File: src/design/rsq_pkg.sv
`default_nettype none
package rsq_pkg;

    // ------------------------------------------------------------
    // Reset sources
    // ------------------------------------------------------------
    localparam int          SRC_N        = 8;
    localparam int          SRC_POR      = 0;
    localparam int          SRC_PIN      = 1;
    localparam int          SRC_CMP      = 2;
    localparam int          SRC_SW       = 3;
    localparam int          SRC_VMON     = 4;
    localparam int          SRC_WDT      = 5;
    localparam int          SRC_MCD      = 6;
    localparam int          SRC_FLASH    = 7;
    localparam logic [7:0]  SRC_PIN_MASK = 8'h11;

    // ------------------------------------------------------------
    // Boot vector and flash layout
    // ------------------------------------------------------------
    localparam int          ADDR_W       = 16;
    localparam logic [7:0]  SIG_PRESENT  = 8'hA5;
    localparam logic [15:0] RESET_VECTOR = 16'h0000;
    localparam logic [15:0] LOCK_ADDR    = 16'hFBFF;
    localparam logic [15:0] SIG_ADDR     = LOCK_ADDR - 16'h0001;
    localparam logic [15:0] SEC_PAGE     = 16'hFA00;
    localparam logic [15:0] BOOT_VECTOR  = SEC_PAGE;

    // ------------------------------------------------------------
    // Port, watchdog and clock defaults
    // ------------------------------------------------------------
    localparam int          PORT_W       = 8;
    localparam logic [7:0]  PORT_LATCH_R = 8'hFF;
    localparam logic [7:0]  PORT_OD_R    = 8'hFF;
    localparam logic [7:0]  PORT_PU_R    = 8'hFF;
    localparam int          DAC_W        = 12;
    localparam logic [11:0] DAC_R        = 12'h000;
    localparam logic [1:0]  VREF_R       = 2'h0;
    localparam logic [2:0]  WDT_IVL_MAX  = 3'h7;
    localparam logic [1:0]  CLKSEL_OSC   = 2'h0;
    localparam int          FLASH_LAT    = 2;

    typedef enum logic [3:0] {
        ST_RESET = 4'h1,
        ST_FETCH = 4'h2,
        ST_WAIT  = 4'h4,
        ST_RUN   = 4'h8
    } rsq_state_t;

endpackage
`default_nettype wire

File: src/design/rsq_src_gate.sv
`timescale 1ns/1ps
`default_nettype none
module rsq_src_gate
    import rsq_pkg::*;
(
    input  wire logic             CLK,
    input  wire logic             RST_N,
    input  wire logic [SRC_N-1:0] SRC_REQ,
    input  wire logic [SRC_N-1:0] SRC_EN,
    output logic                  ANY_Q,
    output logic                  PIN_DRV_Q,
    output logic                  POR_SEEN_Q
);
    logic [SRC_N-1:0] act;

    // Power-on is never maskable
    assign act = SRC_REQ & (SRC_EN | (SRC_N'(1) << SRC_POR));

    always_ff @(posedge CLK)
    begin
        if (!RST_N)
        begin
            ANY_Q      <= 1'b1;
            PIN_DRV_Q  <= 1'b1;
            POR_SEEN_Q <= 1'b1;
        end
        else
        begin
            ANY_Q      <= |act;
            PIN_DRV_Q  <= |(act & SRC_PIN_MASK);
            POR_SEEN_Q <= act[SRC_POR];
        end
    end
endmodule
`default_nettype wire

File: src/design/rsq_sig_read.sv
`timescale 1ns/1ps
`default_nettype none
module rsq_sig_read
    import rsq_pkg::*;
(
    input  wire logic              CLK,
    input  wire logic              RST_N,
    input  wire logic              START,
    input  wire logic [7:0]        RDATA,
    output logic                   DONE_Q,
    output logic                   PRESENT_Q
);
    logic [1:0] cnt_q;

    // ------------------------------------------------------------
    // Fixed-latency flash read of the signature byte
    // ------------------------------------------------------------
    always_ff @(posedge CLK)
    begin
        if (!RST_N || START)
        begin
            cnt_q  <= 2'h0;
            DONE_Q <= 1'b0;
        end
        else if (!DONE_Q)
        begin
            if (cnt_q == 2'(FLASH_LAT))
                DONE_Q <= 1'b1;
            else
                cnt_q <= cnt_q + 2'h1;
        end
    end

    always_ff @(posedge CLK)
    begin
        if (!RST_N)
            PRESENT_Q <= 1'b0;
        else if (!DONE_Q && cnt_q == 2'(FLASH_LAT))
            PRESENT_Q <= (RDATA == SIG_PRESENT);
    end
endmodule
`default_nettype wire

File: src/design/rsq_top.sv
// How it works
// Any active reset source halts the core until reset exits.
// Module registers take reset values, except power-on-only bits.
// Reset disables interrupts and stops timers.
// Data memory is never written or cleared by reset.
// Port latches reset to one, open-drain, weak pull-ups on.
// Retention options keep ports, converters and reference except on power-on.
// Supply-monitor and power-on resets drive the external pin low.
// Exit clears program counter and selects the on-chip oscillator.
// Watchdog is enabled and counting after reset exit.
// Eight reset sources are accepted.
// Byte below the lock byte is signature; A5 means bootloader.
// Bootloader present means fetch starts at the bootloader vector.
// Otherwise fetch starts at address zero.
// Bootloader vector lies in the last flash page.
// Watchdog interval defaults to maximum after any reset.
// Internal reset is OR of enabled sources, held until all release.
// Signature is read during exit before the first fetch.
`timescale 1ns/1ps
`default_nettype none
module rsq_top
    import rsq_pkg::*;
(
    input  wire logic              CLK,
    input  wire logic              RST_N,
    input  wire logic [SRC_N-1:0]  SRC_REQ,
    input  wire logic [SRC_N-1:0]  SRC_EN,
    input  wire logic              RET_PORT,
    input  wire logic              RET_DAC,
    input  wire logic              RET_VREF,
    input  wire logic [PORT_W-1:0] SW_PORT_LATCH,
    input  wire logic [PORT_W-1:0] SW_PORT_OD,
    input  wire logic [PORT_W-1:0] SW_PORT_PU,
    input  wire logic [DAC_W-1:0]  SW_DAC,
    input  wire logic [1:0]        SW_VREF,
    input  wire logic [7:0]        FLASH_RDATA,
    output logic                   CORE_HALT,
    output logic                   MOD_RESET,
    output logic                   IRQ_EN,
    output logic                   TIMER_RUN,
    output logic                   RAM_WE_BLOCK,
    output logic [PORT_W-1:0]      PORT_LATCH,
    output logic [PORT_W-1:0]      PORT_OD,
    output logic [PORT_W-1:0]      PORT_PU,
    output logic [DAC_W-1:0]       DAC_OUT,
    output logic [1:0]             VREF_SEL,
    output logic                   EXT_RESET_PIN_N_O,
    output logic                   EXT_RESET_PIN_N_OE,
    output logic [ADDR_W-1:0]      PC_START,
    output logic                   PC_LOAD,
    output logic [1:0]             CLK_SEL,
    output logic                   WDT_EN,
    output logic [2:0]             WDT_IVL,
    output logic                   FLASH_RD,
    output logic [ADDR_W-1:0]      FLASH_ADDR,
    output logic                   BOOT_PRESENT
);
    // ------------------------------------------------------------
    // Source gathering and signature reader
    // ------------------------------------------------------------
    logic       any_rst;
    logic       pin_drv;
    logic       por_seen;
    logic       sig_done;
    logic       sig_present;
    logic       sig_start;
    rsq_state_t st_q;
    rsq_state_t st_d;
    logic       por_ret_q;

    rsq_src_gate u_gate (
        .CLK        (CLK),
        .RST_N      (RST_N),
        .SRC_REQ    (SRC_REQ),
        .SRC_EN     (SRC_EN),
        .ANY_Q      (any_rst),
        .PIN_DRV_Q  (pin_drv),
        .POR_SEEN_Q (por_seen)
    );

    assign sig_start = (st_q == ST_RESET) && !any_rst;

    rsq_sig_read u_sig (
        .CLK       (CLK),
        .RST_N     (RST_N),
        .START     (sig_start),
        .RDATA     (FLASH_RDATA),
        .DONE_Q    (sig_done),
        .PRESENT_Q (sig_present)
    );

    // ------------------------------------------------------------
    // Sequencer
    // ------------------------------------------------------------
    always_comb
    begin
        st_d = st_q;
        unique case (st_q)
            ST_RESET: if (!any_rst) st_d = ST_FETCH;
            ST_FETCH: st_d = ST_WAIT;
            ST_WAIT:  if (sig_done) st_d = ST_RUN;
            ST_RUN:   st_d = ST_RUN;
            default:  st_d = ST_RESET;
        endcase
        if (any_rst)
            st_d = ST_RESET;
    end

    always_ff @(posedge CLK)
    begin
        if (!RST_N)
            st_q <= ST_RESET;
        else
            st_q <= st_d;
    end

    // Power-on flag stays until the next exit, so a POR that overlapped
    // any other source still overrides retention.
    always_ff @(posedge CLK)
    begin
        if (!RST_N)
            por_ret_q <= 1'b1;
        else if (por_seen)
            por_ret_q <= 1'b1;
        else if (st_q == ST_RUN)
            por_ret_q <= 1'b0;
    end

    // ------------------------------------------------------------
    // Core, module, interrupt and timer control
    // ------------------------------------------------------------
    always_ff @(posedge CLK)
    begin
        if (!RST_N)
        begin
            CORE_HALT    <= 1'b1;
            MOD_RESET    <= 1'b1;
            IRQ_EN       <= 1'b0;
            TIMER_RUN    <= 1'b0;
            RAM_WE_BLOCK <= 1'b1;
        end
        else
        begin
            CORE_HALT    <= (st_d != ST_RUN);
            MOD_RESET    <= (st_d == ST_RESET);
            IRQ_EN       <= 1'b0;
            TIMER_RUN    <= 1'b0;
            if (st_d == ST_RUN && st_q != ST_RUN)
            begin
                IRQ_EN    <= 1'b0;
                TIMER_RUN <= 1'b0;
            end
            // No clear path to memory exists; only stray writes are fenced
            RAM_WE_BLOCK <= (st_d != ST_RUN);
        end
    end

    // ------------------------------------------------------------
    // Port, converter and reference state
    // ------------------------------------------------------------
    always_ff @(posedge CLK)
    begin
        if (!RST_N)
        begin
            PORT_LATCH <= PORT_LATCH_R;
            PORT_OD    <= PORT_OD_R;
            PORT_PU    <= PORT_PU_R;
            DAC_OUT    <= DAC_R;
            VREF_SEL   <= VREF_R;
        end
        else if (st_q == ST_RUN && st_d == ST_RUN)
        begin
            PORT_LATCH <= SW_PORT_LATCH;
            PORT_OD    <= SW_PORT_OD;
            PORT_PU    <= SW_PORT_PU;
            DAC_OUT    <= SW_DAC;
            VREF_SEL   <= SW_VREF;
        end
        else if (st_d == ST_RESET)
        begin
            if (!RET_PORT || por_seen || por_ret_q)
            begin
                PORT_LATCH <= PORT_LATCH_R;
                PORT_OD    <= PORT_OD_R;
                PORT_PU    <= PORT_PU_R;
            end
            if (!RET_DAC || por_seen || por_ret_q)
                DAC_OUT <= DAC_R;
            if (!RET_VREF || por_seen || por_ret_q)
                VREF_SEL <= VREF_R;
        end
    end

    // ------------------------------------------------------------
    // External reset pin
    // ------------------------------------------------------------
    logic pin_hold_q;

    always_ff @(posedge CLK)
    begin
        if (!RST_N)
            pin_hold_q <= 1'b1;
        else if (pin_drv)
            pin_hold_q <= 1'b1;
        else if (st_d == ST_RUN)
            pin_hold_q <= 1'b0;
    end

    always_ff @(posedge CLK)
    begin
        if (!RST_N)
        begin
            EXT_RESET_PIN_N_O  <= 1'b0;
            EXT_RESET_PIN_N_OE <= 1'b1;
        end
        else
        begin
            EXT_RESET_PIN_N_O  <= 1'b0;
            EXT_RESET_PIN_N_OE <= pin_drv || (pin_hold_q && st_d != ST_RUN);
        end
    end

    // ------------------------------------------------------------
    // Boot vector, clock and watchdog on exit
    // ------------------------------------------------------------
    always_ff @(posedge CLK)
    begin
        if (!RST_N)
        begin
            FLASH_RD   <= 1'b0;
            FLASH_ADDR <= SIG_ADDR;
        end
        else
        begin
            FLASH_RD   <= (st_d == ST_FETCH) || (st_d == ST_WAIT && !sig_done);
            FLASH_ADDR <= SIG_ADDR;
        end
    end

    always_ff @(posedge CLK)
    begin
        if (!RST_N)
        begin
            PC_START     <= RESET_VECTOR;
            PC_LOAD      <= 1'b0;
            BOOT_PRESENT <= 1'b0;
        end
        else
        begin
            PC_LOAD <= (st_q == ST_WAIT) && sig_done && !any_rst;
            if ((st_q == ST_WAIT) && sig_done && !any_rst)
            begin
                BOOT_PRESENT <= sig_present;
                // Bootloader vector sits in the security page
                PC_START <= sig_present ? BOOT_VECTOR : RESET_VECTOR;
            end
            else if (st_d == ST_RESET)
                PC_START <= RESET_VECTOR;
        end
    end

    always_ff @(posedge CLK)
    begin
        if (!RST_N)
        begin
            CLK_SEL <= CLKSEL_OSC;
            WDT_EN  <= 1'b0;
            WDT_IVL <= WDT_IVL_MAX;
        end
        else if (st_d == ST_RESET)
        begin
            CLK_SEL <= CLKSEL_OSC;
            WDT_EN  <= 1'b0;
            WDT_IVL <= WDT_IVL_MAX;
        end
        else if (st_d == ST_RUN && st_q != ST_RUN)
            WDT_EN <= 1'b1;
    end
endmodule
`default_nettype wire

File: config.mk
export PLATFORM = sky130hd
export DESIGN_NAME = rsq_top
export DESIGN_NICKNAME = d
export VERILOG_FILES = /design/src/design/rsq_pkg.sv /design/src/design/rsq_src_gate.sv /design/src/design/rsq_sig_read.sv /design/src/design/rsq_top.sv
export SDC_FILE = /design/constraint.sdc
export NUM_CORES = 1
export LEC_CHECK = 0
export ABC_AREA = 1
export BUFFER_PORTS_ARGS = -buffer_cell sky130_fd_sc_hd__buf_2
export CAP_MARGIN = 20
export CORE_MARGIN = 1.5
export CORE_UTILIZATION = 48
export DETAILED_ROUTE_END_ITERATION = 8
export PLACE_DENSITY = 0.82
export SYNTH_ARGS = -nofsm -noshare
export SYNTH_HDL_FRONTEND = slang
export SYNTH_SLANG_ARGS = --single-unit
File: constraint.sdc
create_clock -name CLK -period 2.68 [get_ports CLK]
set_input_delay 0.536 -clock CLK [delete_from_list [all_inputs] [get_ports CLK]]
set_output_delay 0.536 -clock CLK [all_outputs]
set_load 0.005 [all_outputs]
## Yosys cells after proc, flatten, opt, wreduce, memory -nomap -nowiden

Index checks and enable logic that the tools add are counted.
W data, S select, Z words.

- $add $sub $neg: 1
- Equal/unequal tests: 12
- Mux-type cells: 19
- Bitwise logic cells: 4
- Reduce and logical (&&, ||, !) cells: 37

Operator list:

| cell | number |
|---|---|
| $mux W16 | 3 |
| $mux W8 | 5 |
| $mux W12 | 3 |
| $pmux W4 S4 | 1 |
| $reduce_bool A2 Y1 | 5 |
| $logic_or A1 B1 Y1 | 9 |
| $and A8 B8 Y8 | 1 |
| $eq A4 B1 Y1 const B | 2 |
| $eq A4 B2 Y1 const B | 2 |
| $eq A4 B3 Y1 const B | 2 |
| $eq A4 B4 Y1 const B | 2 |
| $eq A8 B8 Y1 const B | 1 |
| $logic_and A1 B1 Y1 | 8 |
| $mux W4 | 2 |
| $ne A4 B4 Y1 const B | 2 |
| $reduce_and A2 Y1 | 4 |
| $reduce_or A2 Y1 | 4 |
| $reduce_or A8 Y1 | 1 |
| $logic_not A1 Y1 | 6 |
| $mux W2 | 3 |
| $not A1 Y1 | 3 |
| $add A2 B1 Y2 const B | 1 |
| $eq A2 B2 Y1 const B | 1 |
| $mux W1 | 2 |

- Bits in registers: 74
- Input bits: 67
- Output and inout bits: 86
- Word-level logic and storage cells: 95

## Depth between registers and ports, before layout

Gate-level depths: netlist of the first run.

- Word-level depth: 7
- Depth in mapped cells: 10
- Mapped depth without buffers: 9

## By module

From an unflattened synthesis of the first run, not the netlist that was laid out.

- Cell total of the unflattened synthesis: 351
- Area, all modules: 2673.8 um^2

By module, submodules not included:

| module | times used | cells each | area each (um^2) |
|---|---|---|---|
| rsq_top | 1 | 304 | 2344.7 |
| rsq_sig_read | 1 | 27 | 202.7 |
| rsq_src_gate | 1 | 20 | 126.4 |

## Worst setup path before layout of the first run

Ideal clock, no wire load.

- Path kind: register to register
- Start: register st_q[0]
- End: register PORT_PU[7]
- Library setup time: 0.134 ns
- Arrival: 1.210 ns
- Required time: 2.546 ns
- Path slack: 1.336 ns
- Stages on the path, launching flop included: 10
- Buffers on the path: 2
- Clock period less this slack: 1.344 ns
- Cells stage by stage: dfxtp_1 > inv_2 > nand2_4 > nor2_4 > nand2_4 > buf_6 > buf_6 > or2_0 > nand3_1 > nand3_1

- Cells in the longest elaborated chain, start to end: 7
- Elaborated cells between the ends (all ways): 14

RTL lines:

| element | line | source |
|---|---|---|
| from (decl) | rsq_top.sv:67 | `rsq_state_t st_q;` |
| from (signal assigned) | rsq_top.sv:114 | `st_q <= st_d;` |
| $eq A4 B4 Y1, or another cell as far along | rsq_top.sv:98, rsq_top.sv:171 |  |
| $pmux W4 S4 | rsq_top.sv:98 | `unique case (st_q)` |
| $mux W4 | rsq_top.sv:105 | `if (any_rst)` |
| $eq A4 B4 Y1 | rsq_top.sv:171 | `else if (st_q == ST_RUN && st_d == ST_RUN)` |
| $logic_and A1 B1 Y1 | rsq_top.sv:171 |  |
| $reduce_bool A2 Y1 (no source line) | n/a |  |
| $reduce_and A2 Y1 (no source line) | n/a |  |
| to (signal assigned) | rsq_top.sv:167 | `PORT_PU <= PORT_PU_R;` |
| to (signal assigned) | rsq_top.sv:175 | `PORT_PU <= SW_PORT_PU;` |
| to (signal assigned) | rsq_top.sv:185 | `PORT_PU <= PORT_PU_R;` |
| to (decl) | rsq_top.sv:44 | `output logic [PORT_W-1:0] PORT_PU,` |

Several ways; a longest one is shown, not always the timed one.
A chain may end at the register's enable or synchronous reset.

## Final worst setup path of the first run

Same ends and word-level chain as after synthesis.

==> results of run 1 <==
-- power by group through the flow --
| stage | registers (mW) | clock network [mW] | logic, mW |
|---|---|---|---|
| 6_report | 0.912 | 0.793 | 0.169 |
| 4_1_cts | 0.912 | 0.815 | 0.169 |
| 3_3_place_gp | 0.931 | 0 | 0.164 |
| 3_5_place_dp | 0.932 | 0 | 0.169 |
| 5_1_grt | 0.914 | 0.850 | 0.195 |
| 2_1_floorplan | 0.930 | 0 | 0.137 |
-- state kept, by name (all words and copies together) (netlist names), 2 cells and up --
register     flops
DAC_OUT         12
PORT_LATCH       8
PORT_OD          8
PORT_PU          8
st_q             4
VREF_SEL         2
u_sig.cnt_q      2
-- Yosys cell counts (2+ instances only) --
library cell	n
a211o_1	2
a21oi_1	12
a21oi_2	10
a221oi_1	2
buf_1	3
buf_2	4
buf_4	43
buf_6	3
clkbuf_1	2
conb_1	2
dfxtp_1	59
inv_1	10
inv_2	6
nand2_1	64
nand2_2	2
nand2_4	15
nand3_1	52
nand4_1	2
nand4_2	2
nor2_1	12
nor2_2	2
nor2_4	2
or2_0	21
or2_1	3
-- through the flow --
step / instances / utilization [%] / worst slack, ns
global placement: 509 / 57.92 / 0.5348
global route: 525 / 61.40 / 0.2840
CTS: 525 / 61.40 / 0.4678
floorplan: 374 / - / 1.336
detailed placement: 509 / 57.92 / 0.4913
finish: 525 / 61.40 / 0.4994
-- final cells by class --
| class | instances | share of cell area, % |
|---|---|---|
| tap | 72 | 2.616 |
| multi-input combinational | 243 | 38.23 |
| sequential | 59 | 34.30 |
| timing repair buffer | 119 | 17.44 |
| inverter | 16 | 1.744 |
| clock inverter | 4 | 1.453 |
| clock buffer | 12 | 4.215 |
-- final timing paths --
path / startpoint / cells after the start / endpoint / slack (ns)
max: st_q[0]$_SDFF_PN1_ / 8 / PORT_PU[7]$_SDFFE_PN1P_ / 0.50
min: SRC_REQ[0] / 3 / u_gate.POR_SEEN_Q$_SDFF_PN1_ / 0.41
max reg2reg: st_q[0]$_SDFF_PN1_ / 8 / PORT_PU[7]$_SDFFE_PN1P_ / 0.50
min reg2reg: u_gate.PIN_DRV_Q$_SDFF_PN1_ / 1 / pin_hold_q$_SDFFE_PP1N_ / 0.45
-- critical path, cell delays in order (launching register included) --
cell and delay, ns:
dfxtp_1 0.34, inv_2 0.06, nand2_4 0.09, nor2_4 0.05
nand2_4 0.24, nand4_2 0.62, nand2_4 0.51, nand2_1 0.12
nand3_1 0.08
-- routing by layer --
metal  up-vias  GRT usage [%]  share of wire (%)
met5         -              0                  0
li1       1240              -                  -
met3        11          6.705                8.7
met2       119          34.37                 48
met4         0          8.448                2.0
met1      1116          20.69                 41
-- cell families (layout without fill, tap and decap cells) --
logic type,after synthesis,after routing,share of synthesized area (%)
flops,59,59,41.40
compound gates,28,28,6.842
buf+inv,72,151,16.67
other cells,2,34,0.2633
xor+xnor,1,1,0.3071
fa+ha+maj,1,1,0.4385
simple gates,179,179,34.08
==> impl_metrics.tcl, run 1 <==
set metrics [dict create \
    skew_ns 0.007016 \
    critPathKind "reg -> reg" \
    num_vias 2486 \
    firstDrtPassIters 4 \
    cts.path.max_buffers 2 \
    worst_pin_slew_ns 0.7199 \
    cts_tree "built" \
    fmax_mhz 458.6 \
    cts_max_level 3 \
    combPwrFrac_pct 9.0 \
    worstPathArrival_ns 2.46 \
    placement_rows 27 \
    ys_seq_area_share_pct 41.40 \
    core_area_mm2 0.005608 \
    n_fill_cell 519 \
    grt_max_degree 31 \
    total_power_mw 1.874 \
    drt-total-wl_mm 6.108 \
    rsz0062_at_grt "false" \
    period_share_pct 81.37 \
    num_io_pins 153 \
    syn_area_per_cell_um2 8.341 \
    numClockSinks 59 \
    dieArea_mm2 0.006414 \
    final-setup-viol-count 0 \
    multi_input_area_mm2 0.001316 \
    ctsHoldBuffers 0 \
    outcome "complete, no violations" \
    clk_pin_slew_worst_paths_ns 0.07 \
    async_flop_share_pct 0 \
    ant_nets 0 \
    start_util_pct 50.87 \
    intPower_mw 1.426 \
    synth_top_area_cell "dfxtp_1" \
    placed_area_mm2 0.003248 \
    grt-ovfl-total 0 \
    viasPerCell 4.735 \
    swShare_pct 23.91 \
    design_area_mm2 0.003443 \
    final_common_cell "buf_2" \
    antenna_found_initial 0 \
    remaining_drc_errors 0 \
    drv_cap 0 \
    ys.flop_type "dfxtp_1" \
    end_kind "flip-flop" \
    cts_root_buf "clkbuf_8" \
    place_hpwl_mm 4.444 \
    p_clk_share_pct 42.3 \
    syn_inst 342 \
    die_w_um 80.09 \
    crit_path_max_fanout 30 \
    fin_hold_ws_ns 0.4055 \
    power_density_mw_per_mm2 544.2 \
    insertion_delay_ns 0.33 \
    cts-resized-gates 0 \
    drive_above_1_share_pct 38.19 \
    relSlewSlack_pct 51.89 \
    layout_common_cells "buf_2 (117), nand2_1 (64), dfxtp_1 (59)" \
    leakagePower_nw 1.771 \
    routedWlPerCell_um 11.63 \
    ir_drop_v 0.0003258 \
    cts_setup_buffers 0 \
    synth_top_area_share_pct 41.40 \
    synth_area_leaders "dfxtp_1 (41%), buf_4 (11%), nand3_1 (9.1%)" \
    grt_pass1_vias 2252 \
    nets 516 \
    yosys_warnings 0 \
    finalHoldViolations 0 \
    slew_violations 0 \
    die_y_um 80.09 \
    hp-class "in -> reg" \
    synth-seq-cells 59 \
    antenna_cells 0 \
    port-buffer-count 117 \
    cp-start-kind "flip-flop" \
    synth_edf_count 0 \
    tns_ns 0 \
    syn_area_mm2 0.002853 \
    fin_crit_ns 2.181 \
    grt_pass1_wl_mm 9.535 \
    syn_to_final_growth_pct 20.70 \
    regArea_mm2 0.001181 \
    synth_cell_types 31 \
    p_seq_share_pct 48.7 \
    required_ns 2.96 \
    cts_inserted_buffers 9 \
    switchingPower_uw 448.1 \
    grt_usage_pct 19.40 \
    gp_congestion 0.7670 \
    drt_iter0_drc 90 \
]
No activity file was read; power rests on OpenSTA's default activity.
==> run 2, diff against run 1 <==
Settings changed: CORE_UTILIZATION 48 to 41, PLACE_DENSITY 0.82 to 0.74.
Clock period 2.68 ns to 1.9 ns, I/O delays scaled along.
==> impl_metrics.tcl, run 2 (same netlist as run 1, synthesis figures left out) <==
set metrics [dict create \
    ir_drop_v 0.0004222 \
    drt-total-wl_mm 6.075 \
    dieArea_mm2 0.007468 \
    cts_root_buf "clkbuf_8" \
    n_fill_cell 671 \
    dp_cells 520 \
    cts-resized-gates 0 \
    syn_to_final_growth_pct 20.66 \
    place_hpwl_mm 4.471 \
    fin_crit_ns 1.573 \
    final_core_util_pct 50.94 \
    post-place-ws_ns 0.3224 \
    leakagePower_nw 1.770 \
    firstDrtPassIters 4 \
    grt_pass1_vias 2212 \
    drive_above_1_share_pct 38.60 \
    grt_pass1_wl_mm 9.701 \
    skew_ns 0.004757 \
    cts_max_level 3 \
    core_area_mm2 0.006756 \
    fin_cells 536 \
    drt_iter0_drc 95 \
    end_kind "flip-flop" \
    crit_buf_inv 2 \
    die_y_um 86.42 \
    power_density_mw_per_mm2 721.7 \
    critPathKind "reg -> reg" \
    hp-class "in -> reg" \
    cp_top_family "simple AND/OR/NAND/NOR gates" \
    final-setup-viol-count 0 \
    viasPerCell 4.558 \
    worstPathArrival_ns 1.84 \
    tns_ns 0 \
    cp_cell_sequence "inv_2 > nand2_2 > nor2_4 > nand2_4 > nand3_4 > buf_4 > nand3_1 > nand3_1" \
    clk_pin_slew_worst_paths_ns 0.06 \
    cp-start-kind "flip-flop" \
    num_io_pins 153 \
    period_share_pct 82.79 \
    placed_area_mm2 0.003281 \
    remaining_drc_errors 0 \
    design_area_mm2 0.003442 \
    routedWlPerCell_um 11.33 \
    placement_rows 30 \
    rsz0062_at_grt "false" \
    outcome "complete, no violations" \
    nets 519 \
    cp_slowest_cell "dfxtp_1" \
    worst_slack_ns 0.3270 \
    grt-ovfl-total 0 \
    grt_usage_pct 16.64 \
    ctsHoldBuffers 0 \
    required_ns 2.17 \
    cts_setup_buffers 0 \
    max_stage_delay_ns 0.32 \
    finalHoldViolations 0 \
    ant_nets 0 \
    cts_inserted_buffers 9 \
    layout_common_cells "buf_2 (117), nand2_1 (64), dfxtp_1 (59)" \
    fmax_mhz 635.7 \
    port-buffer-count 117 \
    cts.path.max_buffers 2 \
    gp_congestion 0.8059 \
    numClockSinks 59 \
    crit_path_max_fanout 30 \
    start_util_pct 42.22 \
    drv_cap 0 \
    insertion_delay_ns 0.33 \
    slew_violations 0 \
    num_vias 2443 \
    grt_max_degree 31 \
    largest_register_ffs 12 \
    crit_top_cell "nand3_1" \
    cts_tree "built" \
    antenna_found_initial 0 \
    antenna_cells 0 \
    top_register "DAC_OUT" \
    final_common_cell "buf_2" \
    die_w_um 86.42 \
]
-- run 2: cell count changes in the layout (fill, tap and decap cells not counted) --
cell	change
clkbuf_8	-1
clkinv_2	+2
buf_4	+3
bufinv_16	-1
-- run 2: layout make-up --
cell class	instances	area [um^2]	share of cell area (%)
Timing Repair Buffer	122	623.1	18.10
Clock buffer	11	131.4	3.817
Tap cell	80	100.1	2.908
Clock inverter	5	30.03	0.8724
Inverter	16	60.06	1.745
Multi-Input combinational cell	243	1316	38.24
Sequential cell	59	1181	34.31
-- run 2: power by group --
part	switching [mW]	total [mW]	leakage, nW	internal, mW
clock network	0.491	0.957	0.0791	0.466
registers	0.0170	1.29	0.478	1.27
logic	0.138	0.241	1.21	0.103
total	0.646	2.48	1.77	1.84
-- run 2: worst register-to-register path, stage by stage (launching register included) --
cell and delay (ns):
dfxtp_1 0.32, inv_2 0.06, nand2_2 0.06, nor2_4 0.16, nand2_4 0.21, nand3_4 0.20, buf_4 0.28, nand3_1 0.12
nand3_1 0.10
-- run 2: path summary, 6_finish.rpt --
| check | start | to | slack, ns | cells after the start |
|---|---|---|---|---|
| hold reg to reg | WDT_EN$_SDFFE_PP0P_ | WDT_EN$_SDFFE_PP0P_ | 0.45 | 2 |
| setup reg to reg | st_q[2]$_SDFF_PN0_ | PORT_LATCH[4]$_SDFFE_PN1P_ | 0.33 | 8 |
| setup / recovery | st_q[2]$_SDFF_PN0_ | PORT_LATCH[4]$_SDFFE_PN1P_ | 0.33 | 8 |
| hold / removal | SRC_REQ[0] | u_gate.POR_SEEN_Q$_SDFF_PN1_ | 0.24 | 3 |
-- run 2: layer usage --
metal | routed length, um | track usage [%] | up-vias
met5 | 0 | 0 | -
met4 | 82 | 7.478 | 0
met3 | 497 | 5.238 | 7
met2 | 2754 | 27.20 | 105
met1 | 2740 | 20.05 | 1083
li1 | - | - | 1248
-- run 2: through the flow --
| stage | total power, mW | hold slack [ns] |
|---|---|---|
| 2_1_floorplan | 1.506 | 0.4195 |
| 3_3_place_gp | 1.547 | 0.4251 |
| 3_5_place_dp | 1.556 | 0.4343 |
| 4_1_cts | 2.521 | 0.2299 |
| 5_1_grt | 2.628 | 0.2518 |
| 6_report | 2.484 | 0.2419 |
